===== src/rtl/dsi_consts.svh =====
// Constants for the drive status indicator controller
`ifndef DSI_CONSTS_SVH
`define DSI_CONSTS_SVH

// Clock rate and derived time bases
`define DSI_CLK_HZ          25000000
`define DSI_STAGGER_SEC     10
`define DSI_STAGGER_CYC     (`DSI_STAGGER_SEC * `DSI_CLK_HZ)
`define DSI_READY_HALF_MS   250
`define DSI_READY_HALF_CYC  ((`DSI_READY_HALF_MS * `DSI_CLK_HZ) / 1000)
`define DSI_BEAT_HALF_MS    500
`define DSI_BEAT_HALF_CYC   ((`DSI_BEAT_HALF_MS * `DSI_CLK_HZ) / 1000)

`endif


===== src/rtl/dsi_pkg.sv =====
// Types for the drive status indicator controller
package dsi_pkg;

    typedef enum logic [2:0]
    {
        DSI_IDLE,
        DSI_DELAY,
        DSI_SPINUP,
        DSI_READY,
        DSI_SPINDOWN,
        DSI_STOPPED
    } dsi_state_t;

    typedef struct packed
    {
        logic at_speed;
        logic heads_loaded;
        logic stopped;
        logic fault;
    } dsi_mech_t;

    typedef struct packed
    {
        logic start_cmd;
        logic spin_delay;
        logic [2:0] target_id;
    } dsi_strap_t;

endpackage


===== src/rtl/dsi_blinker.sv =====
// Free-running square wave generator gated by an enable
`timescale 1ns/1ps
module dsi_blinker
    import dsi_pkg::*;
#(
    parameter int HALF_CYC = 1000
)
(
    input  wire logic core_clk,
    input  wire logic rstn,
    input  wire logic run,
    output logic      wave
);

    localparam int CW = $clog2(HALF_CYC + 1);

    logic [CW-1:0] count;

    // Count and wave freeze while run is low so the output holds its level
    always_ff @(posedge core_clk)
    begin
        if (!rstn)
        begin
            count <= '0;
            wave  <= 1'b0;
        end
        else if (run)
        begin
            if (count >= CW'(HALF_CYC - 1))
            begin
                count <= '0;
                wave  <= ~wave;
            end
            else
            begin
                count <= count + 1'b1;
            end
        end
    end

endmodule


===== src/rtl/dsi_ctrl.sv =====
// Readiness, heartbeat and activity indicators plus spindle start control
// Notes on behaviour
// - Flash ready while spinning up until ready
// - Ready steady once up and fault free
// - Stop command after start flashes power-off
// - Heartbeat toggles while controller healthy
// - Heartbeat frozen on fault or diagnostics
// - Activity lit while executing a command
// - Activity dark with no pending command
// - Bezel activity mirrors socket activity
// - Start-command option: spindle moves only on command
// - Otherwise autostart, commands stop and restart
// - Spin-up delay waits target id times ten seconds
// - No options: spin up right away
`timescale 1ns/1ps
`include "dsi_consts.svh"
module dsi_ctrl
    import dsi_pkg::*;
#(
    parameter int STAGGER_CYC    = `DSI_STAGGER_CYC,
    parameter int READY_HALF_CYC = `DSI_READY_HALF_CYC,
    parameter int BEAT_HALF_CYC  = `DSI_BEAT_HALF_CYC
)
(
    input  wire logic       core_clk,
    input  wire logic       rstn,
    input  wire dsi_strap_t strap_pins,
    input  wire dsi_mech_t  mech_pins,
    input  wire logic       start_unit,
    input  wire logic       stop_unit,
    input  wire logic       cmd_busy,
    input  wire logic       ctl_fault,
    input  wire logic       ctl_diag,
    output logic            spindle_on,
    output logic            ready_led,
    output logic            beat_led,
    output logic            active_socket_led,
    output logic            active_bezel_led
);

    // ************************************************************
    // Pin synchronisers
    // ************************************************************
    localparam int PW = $bits(dsi_strap_t) + $bits(dsi_mech_t);

    logic [PW-1:0] pin_s1;
    logic [PW-1:0] pin_s2;
    dsi_strap_t    strap;
    dsi_mech_t     mech;

    always_ff @(posedge core_clk)
    begin
        if (!rstn)
        begin
            pin_s1 <= '0;
            pin_s2 <= '0;
        end
        else
        begin
            pin_s1 <= {strap_pins, mech_pins};
            pin_s2 <= pin_s1;
        end
    end

    assign strap = pin_s2[PW-1 -: $bits(dsi_strap_t)];
    assign mech  = pin_s2[$bits(dsi_mech_t)-1:0];

    // ************************************************************
    // Power sequence
    // ************************************************************
    dsi_state_t state;
    dsi_state_t next_state;
    logic [3:0] settle;
    logic       boot_done;
    logic [31:0] wait_cnt;
    logic [31:0] wait_goal;

    // Straps settle through the synchroniser before they are trusted
    always_ff @(posedge core_clk)
    begin
        if (!rstn)
            settle <= '0;
        else if (!settle[3])
            settle <= settle + 4'h1;
    end

    assign boot_done = settle[3];

    // Product fits 32 bits: 7 * 250e6 cycles at the default rate
    always_ff @(posedge core_clk)
    begin
        if (!rstn)
            wait_goal <= '0;
        else if (state == DSI_IDLE)
            wait_goal <= 32'(strap.target_id) * 32'(STAGGER_CYC);
    end

    always_ff @(posedge core_clk)
    begin
        if (!rstn)
            wait_cnt <= '0;
        else if (state == DSI_DELAY)
            wait_cnt <= wait_cnt + 32'h1;
        else
            wait_cnt <= '0;
    end

    always_comb
    begin
        next_state = state;
        case (state)
            DSI_IDLE:
            begin
                if (boot_done)
                begin
                    if (strap.start_cmd)
                        next_state = DSI_STOPPED;
                    else if (strap.spin_delay)
                        next_state = DSI_DELAY;
                    else
                        next_state = DSI_SPINUP;
                end
            end
            DSI_DELAY:
            begin
                if (wait_cnt >= wait_goal)
                    next_state = DSI_SPINUP;
            end
            DSI_SPINUP:
            begin
                if (stop_unit)
                    next_state = DSI_SPINDOWN;
                else if (mech.at_speed && mech.heads_loaded)
                    next_state = DSI_READY;
            end
            DSI_READY:
            begin
                if (stop_unit)
                    next_state = DSI_SPINDOWN;
            end
            DSI_SPINDOWN:
            begin
                if (mech.stopped)
                    next_state = DSI_STOPPED;
            end
            DSI_STOPPED:
            begin
                if (start_unit)
                    next_state = DSI_SPINUP;
            end
            default:
                next_state = DSI_IDLE;
        endcase
    end

    always_ff @(posedge core_clk)
    begin
        if (!rstn)
            state <= DSI_IDLE;
        else
            state <= next_state;
    end

    always_ff @(posedge core_clk)
    begin
        if (!rstn)
            spindle_on <= 1'b0;
        else
            spindle_on <= (next_state == DSI_SPINUP) || (next_state == DSI_READY);
    end

    // ************************************************************
    // Indicators
    // ************************************************************
    logic flash;
    logic beat;
    logic flashing;
    logic healthy;

    assign flashing = (state == DSI_SPINUP) || (state == DSI_SPINDOWN);
    assign healthy  = !ctl_fault && !ctl_diag;

    dsi_blinker #(.HALF_CYC(READY_HALF_CYC)) u_flash
    (
        .core_clk (core_clk),
        .rstn     (rstn),
        .run      (1'b1),
        .wave     (flash)
    );

    // Frozen blinker leaves the heartbeat at whatever level it last had
    dsi_blinker #(.HALF_CYC(BEAT_HALF_CYC)) u_beat
    (
        .core_clk (core_clk),
        .rstn     (rstn),
        .run      (healthy),
        .wave     (beat)
    );

    always_ff @(posedge core_clk)
    begin
        if (!rstn)
            ready_led <= 1'b0;
        else if (flashing)
            ready_led <= flash;
        else
            ready_led <= (state == DSI_READY) && !mech.fault;
    end

    always_ff @(posedge core_clk)
    begin
        if (!rstn)
            beat_led <= 1'b0;
        else
            beat_led <= beat;
    end

    always_ff @(posedge core_clk)
    begin
        if (!rstn)
        begin
            active_socket_led <= 1'b0;
            active_bezel_led  <= 1'b0;
        end
        else
        begin
            active_socket_led <= cmd_busy;
            active_bezel_led  <= cmd_busy;
        end
    end

    // ************************************************************
    // Checks
    // ************************************************************
    property p_active_follow;
        @(posedge core_clk) disable iff (!rstn)
        $past(rstn) |-> active_socket_led == $past(cmd_busy);
    endproperty
    a_active_follow: assert property (p_active_follow)
        else $error("activity led does not follow busy");

    property p_active_off;
        @(posedge core_clk) disable iff (!rstn)
        !cmd_busy |=> !active_socket_led;
    endproperty
    a_active_off: assert property (p_active_off)
        else $error("activity led lit while idle");

    property p_bezel_same;
        @(posedge core_clk) disable iff (!rstn)
        active_bezel_led == active_socket_led;
    endproperty
    a_bezel_same: assert property (p_bezel_same)
        else $error("bezel and socket differ");

    property p_ready_steady;
        @(posedge core_clk) disable iff (!rstn)
        (state == DSI_READY && !mech.fault) [*2] |=> ready_led;
    endproperty
    a_ready_steady: assert property (p_ready_steady)
        else $error("ready led not steady");

    property p_spinup_flash;
        @(posedge core_clk) disable iff (!rstn)
        flashing |=> ready_led == $past(flash);
    endproperty
    a_spinup_flash: assert property (p_spinup_flash)
        else $error("ready led not flashing");

    property p_stop_seq;
        @(posedge core_clk) disable iff (!rstn)
        (state == DSI_READY && stop_unit) |=> state == DSI_SPINDOWN ##1 !spindle_on;
    endproperty
    a_stop_seq: assert property (p_stop_seq)
        else $error("stop command ignored");

    property p_beat_frozen;
        @(posedge core_clk) disable iff (!rstn)
        (!healthy) [*3] |-> $stable(beat_led);
    endproperty
    a_beat_frozen: assert property (p_beat_frozen)
        else $error("heartbeat moved during fault");

    property p_beat_runs;
        @(posedge core_clk) disable iff (!rstn)
        $rose(beat) |-> healthy || $past(healthy);
    endproperty
    a_beat_runs: assert property (p_beat_runs)
        else $error("heartbeat toggled while unhealthy");

    property p_start_cmd_hold;
        @(posedge core_clk) disable iff (!rstn)
        (state == DSI_STOPPED && !start_unit) |=> state == DSI_STOPPED && !spindle_on;
    endproperty
    a_start_cmd_hold: assert property (p_start_cmd_hold)
        else $error("spindle started without command");

    property p_nodelay;
        @(posedge core_clk) disable iff (!rstn)
        (state == DSI_IDLE && boot_done && !strap.start_cmd && !strap.spin_delay)
            |=> state == DSI_SPINUP;
    endproperty
    a_nodelay: assert property (p_nodelay)
        else $error("immediate spin-up missed");

endmodule


===== config.mk =====
export PLATFORM = sky130hd
export DESIGN_NAME = dsi_ctrl
export DESIGN_NICKNAME = d
export VERILOG_FILES = /design/src/rtl/dsi_pkg.sv /design/src/rtl/dsi_blinker.sv /design/src/rtl/dsi_ctrl.sv
export VERILOG_INCLUDE_DIRS = /design/src /design/src/rtl
export SDC_FILE = /design/constraint.sdc
export NUM_CORES = 1
export LEC_CHECK = 0
export BUFFER_PORTS_ARGS = -buffer_cell sky130_fd_sc_hd__buf_2
export CORE_MARGIN = 1.5
export CORE_UTILIZATION = 50
export CTS_CLUSTER_DIAMETER = 200
export DETAILED_ROUTE_END_ITERATION = 8
export HOLD_SLACK_MARGIN = 0.12
export PLACE_DENSITY_LB_ADDON = 0.2
export SKIP_LAST_GASP = 1
export SLEW_MARGIN = 20
export SYNTH_ARGS = -nofsm -noshare
export SYNTH_HDL_FRONTEND = slang
export SYNTH_HIERARCHICAL = 1
export SYNTH_SLANG_ARGS = --single-unit

===== constraint.sdc =====
create_clock -name core_clk -period 2.8 [get_ports core_clk]
set_clock_uncertainty 0.1 [all_clocks]
set_input_delay 0.7 -clock core_clk [delete_from_list [all_inputs] [get_ports core_clk]]
set_output_delay 0.7 -clock core_clk [all_outputs]
set_load 0.03 [all_outputs]

==> results.yml, run 1 <==
status:
  status: "complete, no violations"
floorplan:
  die_area_um2: 15600
  initial_core_util: 0.513
  die_y_um: 125
  die_w_um: 125
  core_area_um2: 14500
  rows: 44
  pin_count: 21
global_route:
  grt_pass1_wl_um: 26900
  track_usage: 0.204
  grt_max_degree: 33
  antenna_found_initial: 0
  grt_pass1_vias: 5734
  grt-ovfl-total: 0
logic_synthesis:
  syn_area_um2: 7450
  syn_inst: 879
  ys_types: 80
  synth_enable_flop_cells: 0
  syn_avg_cell_area_um2: 8.48
  synthArstFlopShare: 0
  ys.warnings.count: 6
  yosys_most_used_dff: "dfxtp_1"
  ys_seq_elements: 140
  seq_area_frac_synth: 0.376
power:
  power-per-cell-area_nw_per_um2: 524
  p_leak_nw: 3.08
  ir_worst_vdd_v: 0.000471
  power_w: 0.00440
sta:
  relSlewSlack: 0.420
  setup_viol: 0
  hold_violations: 0
  max_freq_ghz: 0.376
  fin_crit_ns: 2.66
  maxSlewViolCount: 0
  layout_setup_ws_ns: 0.137
  fin_setup_tns_ns: 0
  rsz0062_at_grt: "false"
  worst_pin_slew_ns: 0.848
  period_share: 0.951
cts:
  clockBufferDepth: 2
  clock_sinks: 140
  cts-resized-gates: 0
  path_clk_slew_ns: 0.06
  worstSkewPairLatency_ns: 0.42
  htreeDepth: 4
  cts_root_buffer: "clkbuf_16"
  cts_inserted_buffers: 17
  cts_tree: "built"
  post_cts_buffers: 0
  hold_buffers: 0
cells_and_area:
  antenna_cells: 0
  fin_nets: 972
  instances_no_fill: 1108
  syn2layout_area_growth_pct: 12.7
  drive_gt1_frac: 0.113
  utilization: 0.578
route:
  drt_iter0_drc: 428
  ant_nets: 0
  routed_via_density: 5.50
  num_vias: 6090
  avgRoutedWirePerCell_um: 13.9
  drcViolationCount: 0
  drt_pre_antenna_iters: 5
  drt_wl_total_um: 15400
worst_hold_path:
  hp-class: "reg2reg"
placement:
  port_buffers: 20
  gp_congestion: 0.892
  hpwl_um: 11000
  place_ws_ns: -0.0525
  dp.cells: 1076
critical_path:
  critical_path_buf_inv_count: 0
  crit_chain: "ha_1, ha_1, a21oi_1, a21oi_1, o21a_1, and3_1, o41a_1"
  critPathKind: "reg2reg"
  r2r-end: "wait_goal[30]"
  crit_required_ns: 3.00
  crit_family: "compound AO/OA/AOI/OAI gates"
  crit_fanout: 7
  worst_setup_path_start_kind: "flip-flop"
  reg2regPathDepth: 7
  crit_end: "wait_goal[30]"
  cp.depth: 7
  critPathArrivalTime_ns: 2.87
  critPathLaunch: "pin_s2[6]"
  r2r_start: "pin_s2[6]"
  slowest_stage: "dfxtp_1"
  critPathMaxStageDelay_ns: 0.51
  cp-end-kind: "flip-flop"
  r2r_setup_slack_ns: 0.14
job:
  maxCapViolations: 0
cell families after synthesis:
family / share of synthesized area
compound gates: 0.127
buf+inv: 0.0455
other cells: 0.000503
xor+xnor: 0.0893
flops: 0.376
simple gates: 0.282
fa+ha+maj: 0.0776
mux: 0.00269
layer usage:
metal	part of all wire	track usage	vias up
li1	-	-	3163
met1	0.50	0.274	2815
met2	0.46	0.329	96
met3	0.036	0.0496	16
met4	0.0097	0.0582	0
met5	0	0	-
how the worst min path moves through the flow:
stage	start	endpoint	slack, ns	cells after the start
final	pin_s1[8]	pin_s2[8]	0.33	1
after global routing	pin_s1[8]	pin_s2[8]	0.34	1
after detailed placement	pin_s1[3]	pin_s2[3]	0.32	1
after global placement	pin_s1[8]	pin_s2[8]	0.31	1
after floorplan	pin_s1[0]	pin_s2[0]	0.31	1
after CTS	pin_s1[3]	pin_s2[3]	0.33	1
cells in the final DEF (no fill, tap or decap), types with 4 or more instances in the layout:
master,count
dfxtp_1,140
nor2_1,92
nand2_1,78
xnor2_1,54
inv_1,49
a21oi_1,46
ha_1,43
nand3_1,40
nand4_1,26
and2_1,25
nor3_1,25
xor2_1,22
o21ai_0,21
buf_4,21
buf_2,20
nor3b_1,19
clkbuf_16,17
and3_1,14
nor4_1,11
o211ai_1,9
or3_1,8
a31oi_1,7
and4_1,7
nand2b_1,6
conb_1,6
or4_1,5
o21a_1,5
a21o_1,5
nor2b_1,4
a21boi_0,4
clkinvlp_4,4
inv_6,4
registers in the layout, summed over array words and instances, names as in the netlist, 3 cells and up:
register       cells
pin_s2             9
pin_s1             9
wait_goal         24
u_beat/count      32
state              3
settle             4
wait_cnt          32
u_flash/count     21
metrics by stage:
step | hold slack (ns) | area, um^2
final | 0.328 | 8400
after global routing | 0.342 | 8400
after CTS | 0.333 | 8400
after detailed placement | 0.318 | 7840
after global placement | 0.313 | 7840
after floorplan | 0.312 | 7470
cells in the mapped netlist, types with 6 or more instances:
cell	n	share of area
dfxtp_1	140	0.38
nor2_1	92	0.046
nand2_1	78	0.039
xnor2_1	54	0.063
inv_1	49	0.025
a21oi_1	46	0.031
ha_1	43	0.072
nand3_1	40	0.027
clkbuf_1	28	0.014
nand4_1	26	0.022
nor3_1	26	0.017
and2_1	25	0.021
o21ai_0	22	0.015
xor2_1	22	0.026
nor3b_1	19	0.019
and3_1	14	0.012
nor4_1	11	0.0092
o211ai_1	9	0.0091
or3_1	8	0.0067
a31oi_1	7	0.0059
and4_1	7	0.0082
nand2b_1	6	0.0050
power breakdown:
part,internal [W],switching [W]
sequential,0.00203,0.0000246
combinational,0.000103,0.000141
clock,0.00120,0.000909
total,0.00333,0.00107
layout make-up:
cell class	instances	area, um^2
clock buffer	19	453
multi-input combinational	659	4340
clock inverter	13	108
sequential	140	2800
inverter	51	191
tap	184	230
timing repair buffer	42	278
fill	1341	6130
(Power assumes the default switching activity.)
==> run 2: changes to the inputs <==
- clock period: 2.8 -> 2.54 ns (I/O delays scaled with it)
==> results.yml, run 2 (synthesis gave the netlist of run 1 again) <==
placement:
  dp.cells: 1090
  gp_congestion: 0.896
  hpwl_um: 10900
  port_buffers: 20
critical_path:
  cp-end-kind: "flip-flop"
  r2r_start: "pin_s2[5]"
  r2r_setup_slack_ns: 0.1
  critPathKind: "reg2reg"
  r2r-end: "wait_goal[30]"
  reg2regPathDepth: 9
  crit_fanout: 6
  critPathLaunch: "pin_s2[5]"
  critPathArrivalTime_ns: 2.64
  worst_setup_path_start_kind: "flip-flop"
  crit_required_ns: 2.74
  crit_end: "wait_goal[30]"
sta:
  period_share: 0.962
  setup_viol: 0
  holdWs_ns: 0.317
  rsz0062_at_grt: "true"
  worst_pin_slew_ns: 0.644
  fin_crit_ns: 2.44
  hold_violations: 0
  max_freq_ghz: 0.409
  relSlewSlack: 0.570
  maxSlewViolCount: 0
route:
  drt_wl_total_um: 15400
  drcViolationCount: 0
  drt_pre_antenna_iters: 5
  avgRoutedWirePerCell_um: 13.7
  routed_via_density: 5.43
  ant_nets: 0
  drt_iter0_drc: 334
  num_vias: 6084
cts:
  path_clk_slew_ns: 0.06
  hold_buffers: 0
  clockBufferDepth: 2
  cts_tree: "built"
  cts_root_buffer: "clkbuf_16"
  clock_sinks: 140
  cts_inserted_buffers: 17
  post_cts_buffers: 0
  htreeDepth: 4
  worstSkewPairLatency_ns: 0.42
cells_and_area:
  reg_top3: "u_beat/count: 32 flops, wait_cnt: 32 flops, wait_goal: 24 flops"
  final_cell_mix: "139 x dfxtp_1, 91 x nor2_1, 78 x nand2_1"
  utilization: 0.588
  fin_nets: 986
  antenna_cells: 0
  layout.cells.most_common: "dfxtp_1"
  syn2layout_area_growth_pct: 14.7
  drive_gt1_frac: 0.128
  instances_no_fill: 1121
global_route:
  antenna_found_initial: 0
  grt_pass1_vias: 5763
  grt_max_degree: 37
  grt-ovfl-total: 0
  grt_pass1_wl_um: 27000
  track_usage: 0.208
floorplan:
  die_area_um2: 15600
  die_w_um: 125
  initial_core_util: 0.513
  core_area_um2: 14500
  pin_count: 21
  die_y_um: 125
  rows: 44
power:
  power-per-cell-area_nw_per_um2: 579
  power_frac_comb: 0.055
  power_switching_w: 0.00115
  p_leak_nw: 3.17
  p_seq_frac: 0.458
  ir_worst_vdd_v: 0.000497
  intPower_w: 0.00380
  clock_power_share: 0.487
  switching_share: 0.232
job:
  maxCapViolations: 0
worst_hold_path:
  hp-class: "in2reg"
status:
  status: "complete, no violations"
[run 2: changes by cell type in the layout (fill, tap and decap cells not counted), moves of 2 or more]
cell,previous run,this run
buf_4,21,34
clkinvlp_4,4,1
bufinv_16,0,2
clkbuf_8,2,0
clkinv_2,1,3
clkinv_4,3,5
inv_6,4,2
[run 2: how the worst min path moves through the flow]
stage	from	to	slack [ns]	cells past startpoint
2_1_floorplan	pin_s1[0]	pin_s2[0]	0.31	1
3_3_place_gp	pin_s1[5]	pin_s2[5]	0.32	1
3_5_place_dp	pin_s1[5]	pin_s2[5]	0.32	1
4_1_cts	mech_pins[0]	pin_s1[0]	0.30	2
5_1_grt	cmd_busy	active_bezel_led	0.30	2
6_report	mech_pins[1]	pin_s1[1]	0.32	2
[run 2: power by group through the flow]
stage / combinational [W] / clock [W] / sequential (W)
after floorplan: 0.000185 / 0 / 0.00231
after global placement: 0.000268 / 0 / 0.00231
after detailed placement: 0.000271 / 0 / 0.00231
after CTS: 0.000273 / 0.00247 / 0.00227
after global routing: 0.000308 / 0.00256 / 0.00227
final: 0.000273 / 0.00241 / 0.00227
[run 2: stage by stage]
stage / area [um^2] / total power [W] / setup TNS (ns) / setup slack [ns]
detailed placement: 7970 / 0.00259 / 0 / 0.0279
global placement: 7970 / 0.00258 / 0 / 0.0605
CTS: 8540 / 0.00501 / 0 / 0.101
floorplan: 7490 / 0.00250 / -0.0338 / -0.0254
finish: 8550 / 0.00495 / 0 / 0.0964
global route: 8550 / 0.00514 / -0.00763 / -0.00763
[run 2: what timing repair did]
action / in CTS / in global routing
resized for setup: 0 / 4
endpoints found under the hold margin: 0 / 0
setup endpoints to repair: 0 / 4
[run 2: worst max-delay path: stages (launching register included)]
cell     delay, ns
dfxtp_1       0.32
inv_1         0.05
ha_1          0.30
inv_1         0.08
ha_1          0.37
a31oi_1       0.27
nand2_1       0.10
o21a_1        0.21
and3_1        0.21
o41a_1        0.32
[run 2: final cells by class]
cell class / instances / area (um^2)
inverter: 51 / 191
tap: 184 / 230
clock inverter: 13 / 144
clock buffer: 18 / 429
fill: 1336 / 5990
multi-input combinational: 659 / 4350
timing repair buffer: 56 / 395
sequential: 140 / 2800
[run 2: metal layers]
layer / global-route usage / share of wire
met1: 0.280 / 0.50
met4: 0.0689 / 0.015
met2: 0.330 / 0.45
met3: 0.0501 / 0.034
met5: 0 / 0
